[src/core/iph_map.vh]
`ifndef IPH_MAP_VH
`define IPH_MAP_VH

// Register byte offsets
`define IPH_DEVICE_STATE_OFS  8'h00
`define IPH_ERROR_REPORT_OFS  8'h04
`define IPH_TIMER_PERIOD_OFS  8'h08
`define IPH_UNIT_SELECT_OFS   8'h0c
`define IPH_COMMAND_CODE_OFS  8'h10
`define IPH_CONTROL_OFS       8'h14
`define IPH_IRQ_STATUS_OFS    8'h18
`define IPH_IRQ_MASK_OFS      8'h1c
`define IPH_POWER_MODE_OFS    8'h20

// device_state fields
`define IPH_ST_BUSY    7
`define IPH_ST_READY   6
`define IPH_ST_FAULT   5
`define IPH_ST_XFER    3
`define IPH_ST_ERROR   0
// error_report field
`define IPH_ERR_ABORT  2
// unit_select field
`define IPH_UNIT_BIT   4
// control fields
`define IPH_CTL_PM     0
`define IPH_CTL_UNIT   1
// irq status / mask fields
`define IPH_IRQ_DONE    0
`define IPH_IRQ_STANDBY 1

// Reset values
`define IPH_STATE_RST    8'h40
`define IPH_CONTROL_RST  8'h01
`define IPH_MASK_RST     8'h00

// Command codes
`define IPH_CMD_IDLE      8'he3
`define IPH_CMD_IDLE_NOW  8'he1

// Timer codes
`define IPH_TC_OFF        8'h00
`define IPH_TC_5S_LAST    8'hf0
`define IPH_TC_30M_LAST   8'hfb
`define IPH_TC_21M        8'hfc
`define IPH_TC_LONG       8'hfd
`define IPH_TC_RSVD       8'hfe
`define IPH_TC_21M15      8'hff
`define IPH_TC_30M_BASE   13'd240

// Periods in units of the 5 s base tick, 13 bits to hold the long period
`define IPH_UNITS_30M     13'd360
`define IPH_UNITS_21M     13'd252
`define IPH_UNITS_LONG    13'd7200
`define IPH_UNITS_21M15   13'd255

// Timing
`define IPH_TICK_S        5
`define IPH_CLK_HZ        250000000

// AXI responses
`define IPH_RESP_OKAY     2'b00
`define IPH_RESP_SLVERR   2'b10

`endif

[src/core/iph_idle_power_handler.v]
// The register offsets and the AXI4-Lite register port were left to the implementer.
`include "iph_map.vh"

module iph_idle_power_handler #(
  parameter [30:0] TICK_CYCLES = `IPH_TICK_S * `IPH_CLK_HZ
) (
  input  wire        clock,
  input  wire        rst,
  input  wire [7:0]  s_axi_awaddr,
  input  wire        s_axi_awvalid,
  output wire        s_axi_awready,
  input  wire [31:0] s_axi_wdata,
  input  wire [3:0]  s_axi_wstrb,
  input  wire        s_axi_wvalid,
  output wire        s_axi_wready,
  output reg  [1:0]  s_axi_bresp,
  output reg         s_axi_bvalid,
  input  wire        s_axi_bready,
  input  wire [7:0]  s_axi_araddr,
  input  wire        s_axi_arvalid,
  output wire        s_axi_arready,
  output reg  [31:0] s_axi_rdata,
  output reg  [1:0]  s_axi_rresp,
  output reg         s_axi_rvalid,
  input  wire        s_axi_rready,
  input  wire        deviceFault,
  output reg         interruptRequest,
  output wire        irq,
  output reg         idleMode,
  output reg         standbyMode
);

  localparam [2:0] S_READY = 3'b001;
  localparam [2:0] S_EXEC  = 3'b010;
  localparam [2:0] S_DONE  = 3'b100;

  // Period code to count of 5 s ticks; zero for off or reserved
  function [12:0] periodUnits;
    input [7:0] code;
    begin
      if (code == `IPH_TC_OFF || code == `IPH_TC_RSVD)
        periodUnits = 13'd0;
      else if (code <= `IPH_TC_5S_LAST)
        periodUnits = {5'h00, code};
      else if (code <= `IPH_TC_30M_LAST)
        periodUnits = ({5'h00, code} - `IPH_TC_30M_BASE)
                      * `IPH_UNITS_30M;
      else if (code == `IPH_TC_21M)
        periodUnits = `IPH_UNITS_21M;
      else if (code == `IPH_TC_LONG)
        periodUnits = `IPH_UNITS_LONG;
      else
        periodUnits = `IPH_UNITS_21M15;
    end
  endfunction

  reg [2:0]  fsm_reg;
  reg [7:0]  state_reg;
  reg [7:0]  error_reg;
  reg [7:0]  period_reg;
  reg [7:0]  unit_reg;
  reg [7:0]  cmd_reg;
  reg [7:0]  control_reg;
  reg [1:0]  irqStatus_reg;
  reg [1:0]  irqMask_reg;
  reg        timerOn_reg;
  reg [12:0] timerLoad_reg;
  reg [12:0] units_reg;
  reg [30:0] tick_reg;

  reg        awHeld_reg;
  reg [7:0]  awAddr_reg;
  reg        wHeld_reg;
  reg [31:0] wData_reg;
  reg [3:0]  wStrb_reg;

  wire        pmSupported = control_reg[`IPH_CTL_PM];
  wire        thisUnit    = control_reg[`IPH_CTL_UNIT];

  // Write channel: address and data taken in either order
  assign s_axi_awready = !awHeld_reg && !s_axi_bvalid;
  assign s_axi_wready  = !wHeld_reg && !s_axi_bvalid;
  assign s_axi_arready = !s_axi_rvalid;

  wire        awTake  = s_axi_awvalid && s_axi_awready;
  wire        wTake   = s_axi_wvalid && s_axi_wready;
  wire        awHave  = awHeld_reg || awTake;
  wire        wHave   = wHeld_reg || wTake;
  wire        doWrite = awHave && wHave;
  wire [7:0]  wrAddr  = awHeld_reg ? awAddr_reg : s_axi_awaddr;
  wire [31:0] wrData  = wHeld_reg ? wData_reg : s_axi_wdata;
  wire [3:0]  wrStrb  = wHeld_reg ? wStrb_reg : s_axi_wstrb;
  wire        wrLow   = doWrite && wrStrb[0];
  wire        arTake  = s_axi_arvalid && s_axi_arready;

  wire wrMapped = (wrAddr == `IPH_DEVICE_STATE_OFS) ||
                  (wrAddr == `IPH_ERROR_REPORT_OFS) ||
                  (wrAddr == `IPH_TIMER_PERIOD_OFS) ||
                  (wrAddr == `IPH_UNIT_SELECT_OFS) ||
                  (wrAddr == `IPH_COMMAND_CODE_OFS) ||
                  (wrAddr == `IPH_CONTROL_OFS) ||
                  (wrAddr == `IPH_IRQ_STATUS_OFS) ||
                  (wrAddr == `IPH_IRQ_MASK_OFS) ||
                  (wrAddr == `IPH_POWER_MODE_OFS);

  // Command accepted only when ready and addressed to this unit
  wire cmdWrite  = wrLow && (wrAddr == `IPH_COMMAND_CODE_OFS);
  wire cmdStart  = cmdWrite && (fsm_reg == S_READY) &&
                   state_reg[`IPH_ST_READY] &&
                   (unit_reg[`IPH_UNIT_BIT] == thisUnit);
  wire isIdle    = cmd_reg == `IPH_CMD_IDLE;
  wire isIdleNow = cmd_reg == `IPH_CMD_IDLE_NOW;
  wire badCode   = isIdle && (period_reg == `IPH_TC_RSVD);
  wire abortCmd  = !pmSupported || badCode ||
                   !(isIdle || isIdleNow);
  wire finish    = fsm_reg == S_EXEC;

  wire readState = arTake && (s_axi_araddr == `IPH_DEVICE_STATE_OFS);
  wire readIrq   = arTake && (s_axi_araddr == `IPH_IRQ_STATUS_OFS);
  wire tickDone  = tick_reg == TICK_CYCLES - 31'd1;
  wire expire    = timerOn_reg && idleMode && tickDone &&
                   (units_reg == 13'd1) && !cmdWrite;

  // Channel holding registers
  always @(posedge clock) begin
    if (rst) begin
      awHeld_reg   <= 1'b0;
      awAddr_reg   <= 8'h00;
      wHeld_reg    <= 1'b0;
      wData_reg    <= 32'h00000000;
      wStrb_reg    <= 4'h0;
      s_axi_bvalid <= 1'b0;
      s_axi_bresp  <= `IPH_RESP_OKAY;
    end else begin
      if (doWrite) begin
        awHeld_reg   <= 1'b0;
        wHeld_reg    <= 1'b0;
        s_axi_bvalid <= 1'b1;
        s_axi_bresp  <= wrMapped ? `IPH_RESP_OKAY : `IPH_RESP_SLVERR;
      end else begin
        if (awTake) begin
          awHeld_reg <= 1'b1;
          awAddr_reg <= s_axi_awaddr;
        end
        if (wTake) begin
          wHeld_reg <= 1'b1;
          wData_reg <= s_axi_wdata;
          wStrb_reg <= s_axi_wstrb;
        end
        if (s_axi_bvalid && s_axi_bready)
          s_axi_bvalid <= 1'b0;
      end
    end
  end

  // Read channel
  always @(posedge clock) begin
    if (rst) begin
      s_axi_rvalid <= 1'b0;
      s_axi_rdata  <= 32'h00000000;
      s_axi_rresp  <= `IPH_RESP_OKAY;
    end else if (arTake) begin
      s_axi_rvalid <= 1'b1;
      s_axi_rresp  <= `IPH_RESP_OKAY;
      case (s_axi_araddr)
        `IPH_DEVICE_STATE_OFS: s_axi_rdata <= {24'h000000, state_reg};
        `IPH_ERROR_REPORT_OFS: s_axi_rdata <= {24'h000000, error_reg};
        `IPH_TIMER_PERIOD_OFS: s_axi_rdata <= {24'h000000, period_reg};
        `IPH_UNIT_SELECT_OFS:  s_axi_rdata <= {24'h000000, unit_reg};
        `IPH_COMMAND_CODE_OFS: s_axi_rdata <= 32'h00000000;
        `IPH_CONTROL_OFS:      s_axi_rdata <= {24'h000000, control_reg};
        `IPH_IRQ_STATUS_OFS:   s_axi_rdata <= {30'h00000000, irqStatus_reg};
        `IPH_IRQ_MASK_OFS:     s_axi_rdata <= {30'h00000000, irqMask_reg};
        `IPH_POWER_MODE_OFS:
          s_axi_rdata <= {29'h00000000, timerOn_reg, standbyMode, idleMode};
        default: begin
          s_axi_rdata <= 32'h00000000;
          s_axi_rresp <= `IPH_RESP_SLVERR;
        end
      endcase
    end else if (s_axi_rvalid && s_axi_rready) begin
      s_axi_rvalid <= 1'b0;
    end
  end

  // Software-written registers
  always @(posedge clock) begin
    if (rst) begin
      period_reg  <= 8'h00;
      unit_reg    <= 8'h00;
      control_reg <= `IPH_CONTROL_RST;
      irqMask_reg <= 2'b00;
    end else if (wrLow) begin
      case (wrAddr)
        `IPH_TIMER_PERIOD_OFS: period_reg  <= wrData[7:0];
        `IPH_UNIT_SELECT_OFS:  unit_reg    <= wrData[7:0];
        `IPH_CONTROL_OFS:      control_reg <= {6'h00, wrData[1:0]};
        `IPH_IRQ_MASK_OFS:     irqMask_reg <= wrData[1:0];
        default: ;
      endcase
    end
  end

  // Command sequencer
  always @(posedge clock) begin
    if (rst) begin
      fsm_reg   <= S_READY;
      state_reg <= `IPH_STATE_RST;
      error_reg <= 8'h00;
      cmd_reg   <= 8'h00;
    end else begin
      case (fsm_reg)
        S_READY: begin
          if (cmdStart) begin
            cmd_reg                  <= wrData[7:0];
            state_reg[`IPH_ST_BUSY]  <= 1'b1;
            state_reg[`IPH_ST_READY] <= 1'b0;
            fsm_reg                  <= S_EXEC;
          end
        end
        S_EXEC: begin
          state_reg[`IPH_ST_BUSY]  <= 1'b0;
          state_reg[`IPH_ST_READY] <= 1'b1;
          state_reg[`IPH_ST_XFER]  <= 1'b0;
          if (abortCmd) begin
            error_reg                <= 8'h04;
            state_reg[`IPH_ST_FAULT] <= deviceFault;
            state_reg[`IPH_ST_ERROR] <= 1'b1;
          end else begin
            error_reg                <= 8'h00;
            state_reg[`IPH_ST_FAULT] <= 1'b0;
            state_reg[`IPH_ST_ERROR] <= 1'b0;
          end
          fsm_reg <= S_DONE;
        end
        S_DONE: fsm_reg <= S_READY;
        default: fsm_reg <= S_READY;
      endcase
    end
  end

  // Host interrupt: set on completion, cleared by reading device_state
  always @(posedge clock) begin
    if (rst)
      interruptRequest <= 1'b0;
    else if (finish)
      interruptRequest <= 1'b1;
    else if (readState)
      interruptRequest <= 1'b0;
  end

  // Sticky events, read clears, set wins
  always @(posedge clock) begin
    if (rst)
      irqStatus_reg <= 2'b00;
    else
      irqStatus_reg <= (readIrq ? 2'b00 : irqStatus_reg) |
                       {expire, finish};
  end

  assign irq = |(irqStatus_reg & irqMask_reg);

  // Power mode and standby timer
  always @(posedge clock) begin
    if (rst) begin
      idleMode      <= 1'b1;
      standbyMode   <= 1'b0;
      timerOn_reg   <= 1'b0;
      timerLoad_reg <= 13'd0;
      units_reg     <= 13'd0;
      tick_reg      <= 31'd0;
    end else if (finish && !abortCmd) begin
      idleMode    <= 1'b1;
      standbyMode <= 1'b0;
      tick_reg    <= 31'd0;
      if (isIdle) begin
        timerOn_reg   <= period_reg != `IPH_TC_OFF;
        timerLoad_reg <= periodUnits(period_reg);
        units_reg     <= periodUnits(period_reg);
      end else begin
        units_reg <= timerLoad_reg;
      end
    end else if (cmdWrite) begin
      tick_reg  <= 31'd0;
      units_reg <= timerLoad_reg;
    end else if (expire) begin
      idleMode    <= 1'b0;
      standbyMode <= 1'b1;
    end else if (timerOn_reg && idleMode) begin
      if (tickDone) begin
        tick_reg  <= 31'd0;
        units_reg <= units_reg - 13'd1;
      end else begin
        tick_reg <= tick_reg + 31'd1;
      end
    end
  end

endmodule // iph_idle_power_handler

[config.mk]
export PLATFORM = sky130hd
export DESIGN_NAME = iph_idle_power_handler
export DESIGN_NICKNAME = d
export VERILOG_FILES = /design/src/core/iph_idle_power_handler.v
export VERILOG_INCLUDE_DIRS = /design/src /design/src/core
export SDC_FILE = /design/constraint.sdc
export NUM_CORES = 1
export LEC_CHECK = 0
export BUFFER_PORTS_ARGS = -buffer_cell sky130_fd_sc_hd__buf_2
export CAP_MARGIN = 10
export CORE_MARGIN = 2
export CORE_UTILIZATION = 58
export DETAILED_ROUTE_END_ITERATION = 8
export HOLD_SLACK_MARGIN = 0.06
export PLACE_DENSITY = 0.85
export REMOVE_ABC_BUFFERS = 1
export SLEW_MARGIN = 15
export SYNTH_ARGS = -nofsm -noshare
export SYNTH_HDL_FRONTEND = slang
export SYNTH_SLANG_ARGS = --single-unit
[constraint.sdc]
create_clock -name clock -period 5.1 [get_ports clock]
set_input_delay 0.51 -clock clock [delete_from_list [all_inputs] [get_ports clock]]
set_output_delay 0.51 -clock clock [all_outputs]
set_load 0.01 [all_outputs]
==> out/qor.json <==
{
  "die-area_mm2": 0.0136,
  "dr_total_vias": 6452,
  "clkTransAtPathRegs_ps": 60,
  "final_number_of_hold_violating_endpoints": 0,
  "finalCritPeriodShare_pct": 81.0,
  "fin_setup_tns_ps": 0,
  "ant_nets": 0,
  "max_fclk_ghz": 0.242,
  "holdCritPathClass": "input port to flop",
  "power_density_mw_per_mm2": 298,
  "gp_congestion": 0.868,
  "postCtsSetupBuffers": 0,
  "synth-warning-count": 0,
  "cts_tree": "built",
  "maxCapViolations": 0,
  "leakagePower_nw": 3.27,
  "run_status": "complete, no violations",
  "critical_path.max_fanout": 9,
  "required_worst_endpoint_ps": 5390,
  "pre_cts_slack_ps": 1020,
  "worst_setup_path_end_kind": "flop",
  "largest_net_degree_at_the_start_of_global_routing": 85,
  "worstSetupPathType": "flop to flop",
  "crit_path_top_delay_cell": "sky130_fd_sc_hd__fa_1",
  "critPathMaxStageDelay_ps": 530,
  "postSynthCellCount": 870,
  "hold-worst-slack_ps": 334,
  "core_mm2": 0.0125,
  "final_antenna_diode_count": 0,
  "cts.sinks": 129,
  "routed_via_density": 5.94,
  "die_width_um": 116,
  "ys.flop_type": "sky130_fd_sc_hd__dfxtp_1",
  "start_util_pct": 58.9,
  "timing.final.max_slew_violations": 0,
  "final_period_minus_worst_setup_slack_ps": 4130,
  "edff_count_synth": 0,
  "clock_buffer_count_from_cts": 17,
  "worst-r2r-setup-slack_ps": 970,
  "critical_path.startpoint_type": "flop",
  "irDropWorstVdd_v": 0.000262,
  "overflow": 0,
  "fin_nets": 990,
  "worst_r2r_path_depth": 14,
  "layout.filler_cells": 1009,
  "synthTopCellsByArea": "sky130_fd_sc_hd__dfxtp_1, sky130_fd_sc_hd__mux2i_1, sky130_fd_sc_hd__nor2_1",
  "synthDistinctLibCells": 64,
  "setup_violations": 0,
  "wirelength_um": 16600,
  "drt_iter0_drc": 650,
  "critical_register_to_register_path_endpoint": "units_reg[12]$_SDFFE_PP0P_",
  "clock_path_buffers": 2,
  "layout.cells.most_common_list": "sky130_fd_sc_hd__dfxtp_1, sky130_fd_sc_hd__nor2_1, sky130_fd_sc_hd__mux2i_1",
  "postCtsResizedCells": 0,
  "cts_htree_levels": 4,
  "rsz0062_at_grt": "false",
  "final_util_pct": 65.8,
  "drt-wirelength-per-cell_um": 15.3,
  "avgSynthCellArea_um2": 8.43,
  "postCtsHoldBufs": 0,
  "cell_with_the_most_instances_on_the_worst_path": "sky130_fd_sc_hd__ha_1",
  "path_cells": "clkinv_1, ha_1, ha_1, fa_1, inv_1, fa_1, inv_1, ha_1, o21ai_0, o21ba_2, o22ai_1, nor3_1, nor4b_1, nor3_1",
  "critical_path.top_delay_family": "adder cells",
  "root_driver": "sky130_fd_sc_hd__clkbuf_16",
  "netlist.area_leader.share_pct": 35.2,
  "count_of_cells_along_the_worst_hold_path": 3,
  "drtPass1Iterations": 5,
  "initial_antenna_violation_count": 0,
  "worst_skew_pair.late_latency_ps": 420,
  "sequential_cell_area_fraction_in_the_yosys_report_pct": 35.2,
  "syn2layout_area_growth_pct": 11.7,
  "dp_hpwl_um": 11400,
  "timing.rr.start": "period_reg[4]$_SDFFE_PP0P_",
  "max-slew-margin-rel_pct": 43.4,
  "multiInputGateArea_mm2": 0.00434,
  "largest_reg_flops": 31,
  "die-height_um": 116,
  "mostFrequentLayoutCell": "sky130_fd_sc_hd__dfxtp_1",
  "drive_above_1_share_pct": 13.1,
  "drc": 0,
  "syn_area_mm2": 0.00734,
  "timing.final.ws_setup_ps": 971,
  "async_flop_share_pct": 0,
  "clock-skew-final_ps": 8.59,
  "hold_path_end": "awAddr_reg[5]$_SDFFE_PP0P_",
  "floorplan.io_pins": 105,
  "worst_path_bufs_invs": 3,
  "timing_worst_slew_pin_value_ps": 849,
  "global_route_wire_length_before_repair_um": 27500,
  "floorplan.rows": 41,
  "synth_area_leader_cell": "sky130_fd_sc_hd__dfxtp_1",
  "timing.hold.worst.start": "s_axi_awaddr[5]",
  "grt_util_all_layers_pct": 25.4,
  "synth-seq-cells": 129,
  "ff_latch_area_mm2": 0.00258,
  "first_global_vias": 5865,
  "io_buffers": 51,
  "critPathArrivalTime_ps": 4420
}
==> worst reg2reg max path, cell delays in order (launching register included) <==
cell	delay [ps]
sky130_fd_sc_hd__dfxtp_1	480
sky130_fd_sc_hd__clkinv_1	350
sky130_fd_sc_hd__ha_1	420
sky130_fd_sc_hd__ha_1	310
sky130_fd_sc_hd__fa_1	510
sky130_fd_sc_hd__inv_1	60
sky130_fd_sc_hd__fa_1	530
sky130_fd_sc_hd__inv_1	40
sky130_fd_sc_hd__ha_1	310
sky130_fd_sc_hd__o21ai_0	70
sky130_fd_sc_hd__o21ba_2	180
sky130_fd_sc_hd__o22ai_1	190
sky130_fd_sc_hd__nor3_1	80
sky130_fd_sc_hd__nor4b_1	380
sky130_fd_sc_hd__nor3_1	100
==> power by group <==
| part | switching, mW | internal (mW) |
|---|---|---|
| combinational | 0.0890 | 0.0589 |
| clock | 0.480 | 0.776 |
| sequential | 0.0167 | 1.02 |
| total | 0.586 | 1.86 |
==> how the worst max path moves through the flow <==
stage | startpoint | endpoint | slack, ps | depth (start not counted)
2_1_floorplan | period_reg[4]$_SDFFE_PP0P_ | units_reg[12]$_SDFFE_PP0P_ | 1470 | 14
3_3_place_gp | period_reg[4]$_SDFFE_PP0P_ | units_reg[12]$_SDFFE_PP0P_ | 1090 | 14
3_5_place_dp | period_reg[4]$_SDFFE_PP0P_ | units_reg[12]$_SDFFE_PP0P_ | 1020 | 14
4_1_cts | period_reg[4]$_SDFFE_PP0P_ | units_reg[12]$_SDFFE_PP0P_ | 1000 | 14
5_1_grt | period_reg[4]$_SDFFE_PP0P_ | units_reg[12]$_SDFFE_PP0P_ | 650 | 14
6_report | period_reg[4]$_SDFFE_PP0P_ | units_reg[12]$_SDFFE_PP0P_ | 970 | 14
==> final cells by class <==
type | instances | area share [%]
Sequential cell | 129 | 31.5
Multi-Input combinational cell | 656 | 53.0
Timing Repair Buffer | 56 | 3.57
Clock buffer | 18 | 5.24
Inverter | 41 | 1.88
Tap cell | 172 | 2.63
Clock inverter | 14 | 2.21
==> routing by layer <==
layer | global-route usage, % | routed length (um) | vias to the layer above
met5 | 0 | 0 | -
met3 | 5.55 | 1180 | 36
li1 | - | - | 3113
met1 | 33.3 | 7510 | 3046
met4 | 8.81 | 283 | 0
met2 | 41.7 | 7610 | 257
==> metrics by stage <==
| step | std cells | total power [mW] | area, um2 |
|---|---|---|---|
| 6_report | 1086 | 2.44 | 8200 |
| 5_1_grt | 1086 | 2.51 | 8200 |
| 4_1_cts | 1086 | 2.45 | 8190 |
| 3_5_place_dp | 1054 | 1.21 | 7580 |
| 3_3_place_gp | 1054 | 1.20 | 7580 |
| 2_1_floorplan | 826 | 1.15 | 7070 |
==> synthesized netlist by cell type (7+ instances only) <==
cell type and number:
sky130_fd_sc_hd__nand3b_1 7, sky130_fd_sc_hd__a21oi_1 38, sky130_fd_sc_hd__dfxtp_1 129, sky130_fd_sc_hd__nor3_1 28, sky130_fd_sc_hd__a211oi_1 12, sky130_fd_sc_hd__a22oi_1 9, sky130_fd_sc_hd__mux2_2 16, sky130_fd_sc_hd__clkbuf_1 37
sky130_fd_sc_hd__mux2i_1 57, sky130_fd_sc_hd__fa_1 9, sky130_fd_sc_hd__or4_1 10, sky130_fd_sc_hd__nand2_1 54, sky130_fd_sc_hd__xnor2_1 25, sky130_fd_sc_hd__or3_1 9, sky130_fd_sc_hd__o21a_1 7, sky130_fd_sc_hd__and3_1 13
sky130_fd_sc_hd__o21ai_0 26, sky130_fd_sc_hd__nand2b_1 11, sky130_fd_sc_hd__buf_4 26, sky130_fd_sc_hd__nor2_1 118, sky130_fd_sc_hd__xor2_1 18, sky130_fd_sc_hd__nand3_1 29, sky130_fd_sc_hd__nor4b_1 10, sky130_fd_sc_hd__nand4_1 15
sky130_fd_sc_hd__ha_1 20, sky130_fd_sc_hd__inv_1 39, sky130_fd_sc_hd__nor4_1 14
==> kinds of logic after synthesis <==
| group | synth area share [%] |
|---|---|
| other | 0.0511 |
| multiplexers | 10.2 |
| adder cells (fa/ha/maj) | 5.87 |
| XOR/XNOR | 5.13 |
| buffers and inverters | 7.08 |
| AND/OR/NAND/NOR | 24.4 |
| flip-flops | 35.2 |
| AO/OA/AOI/OAI | 12.0 |
(Power assumes the default switching activity.)
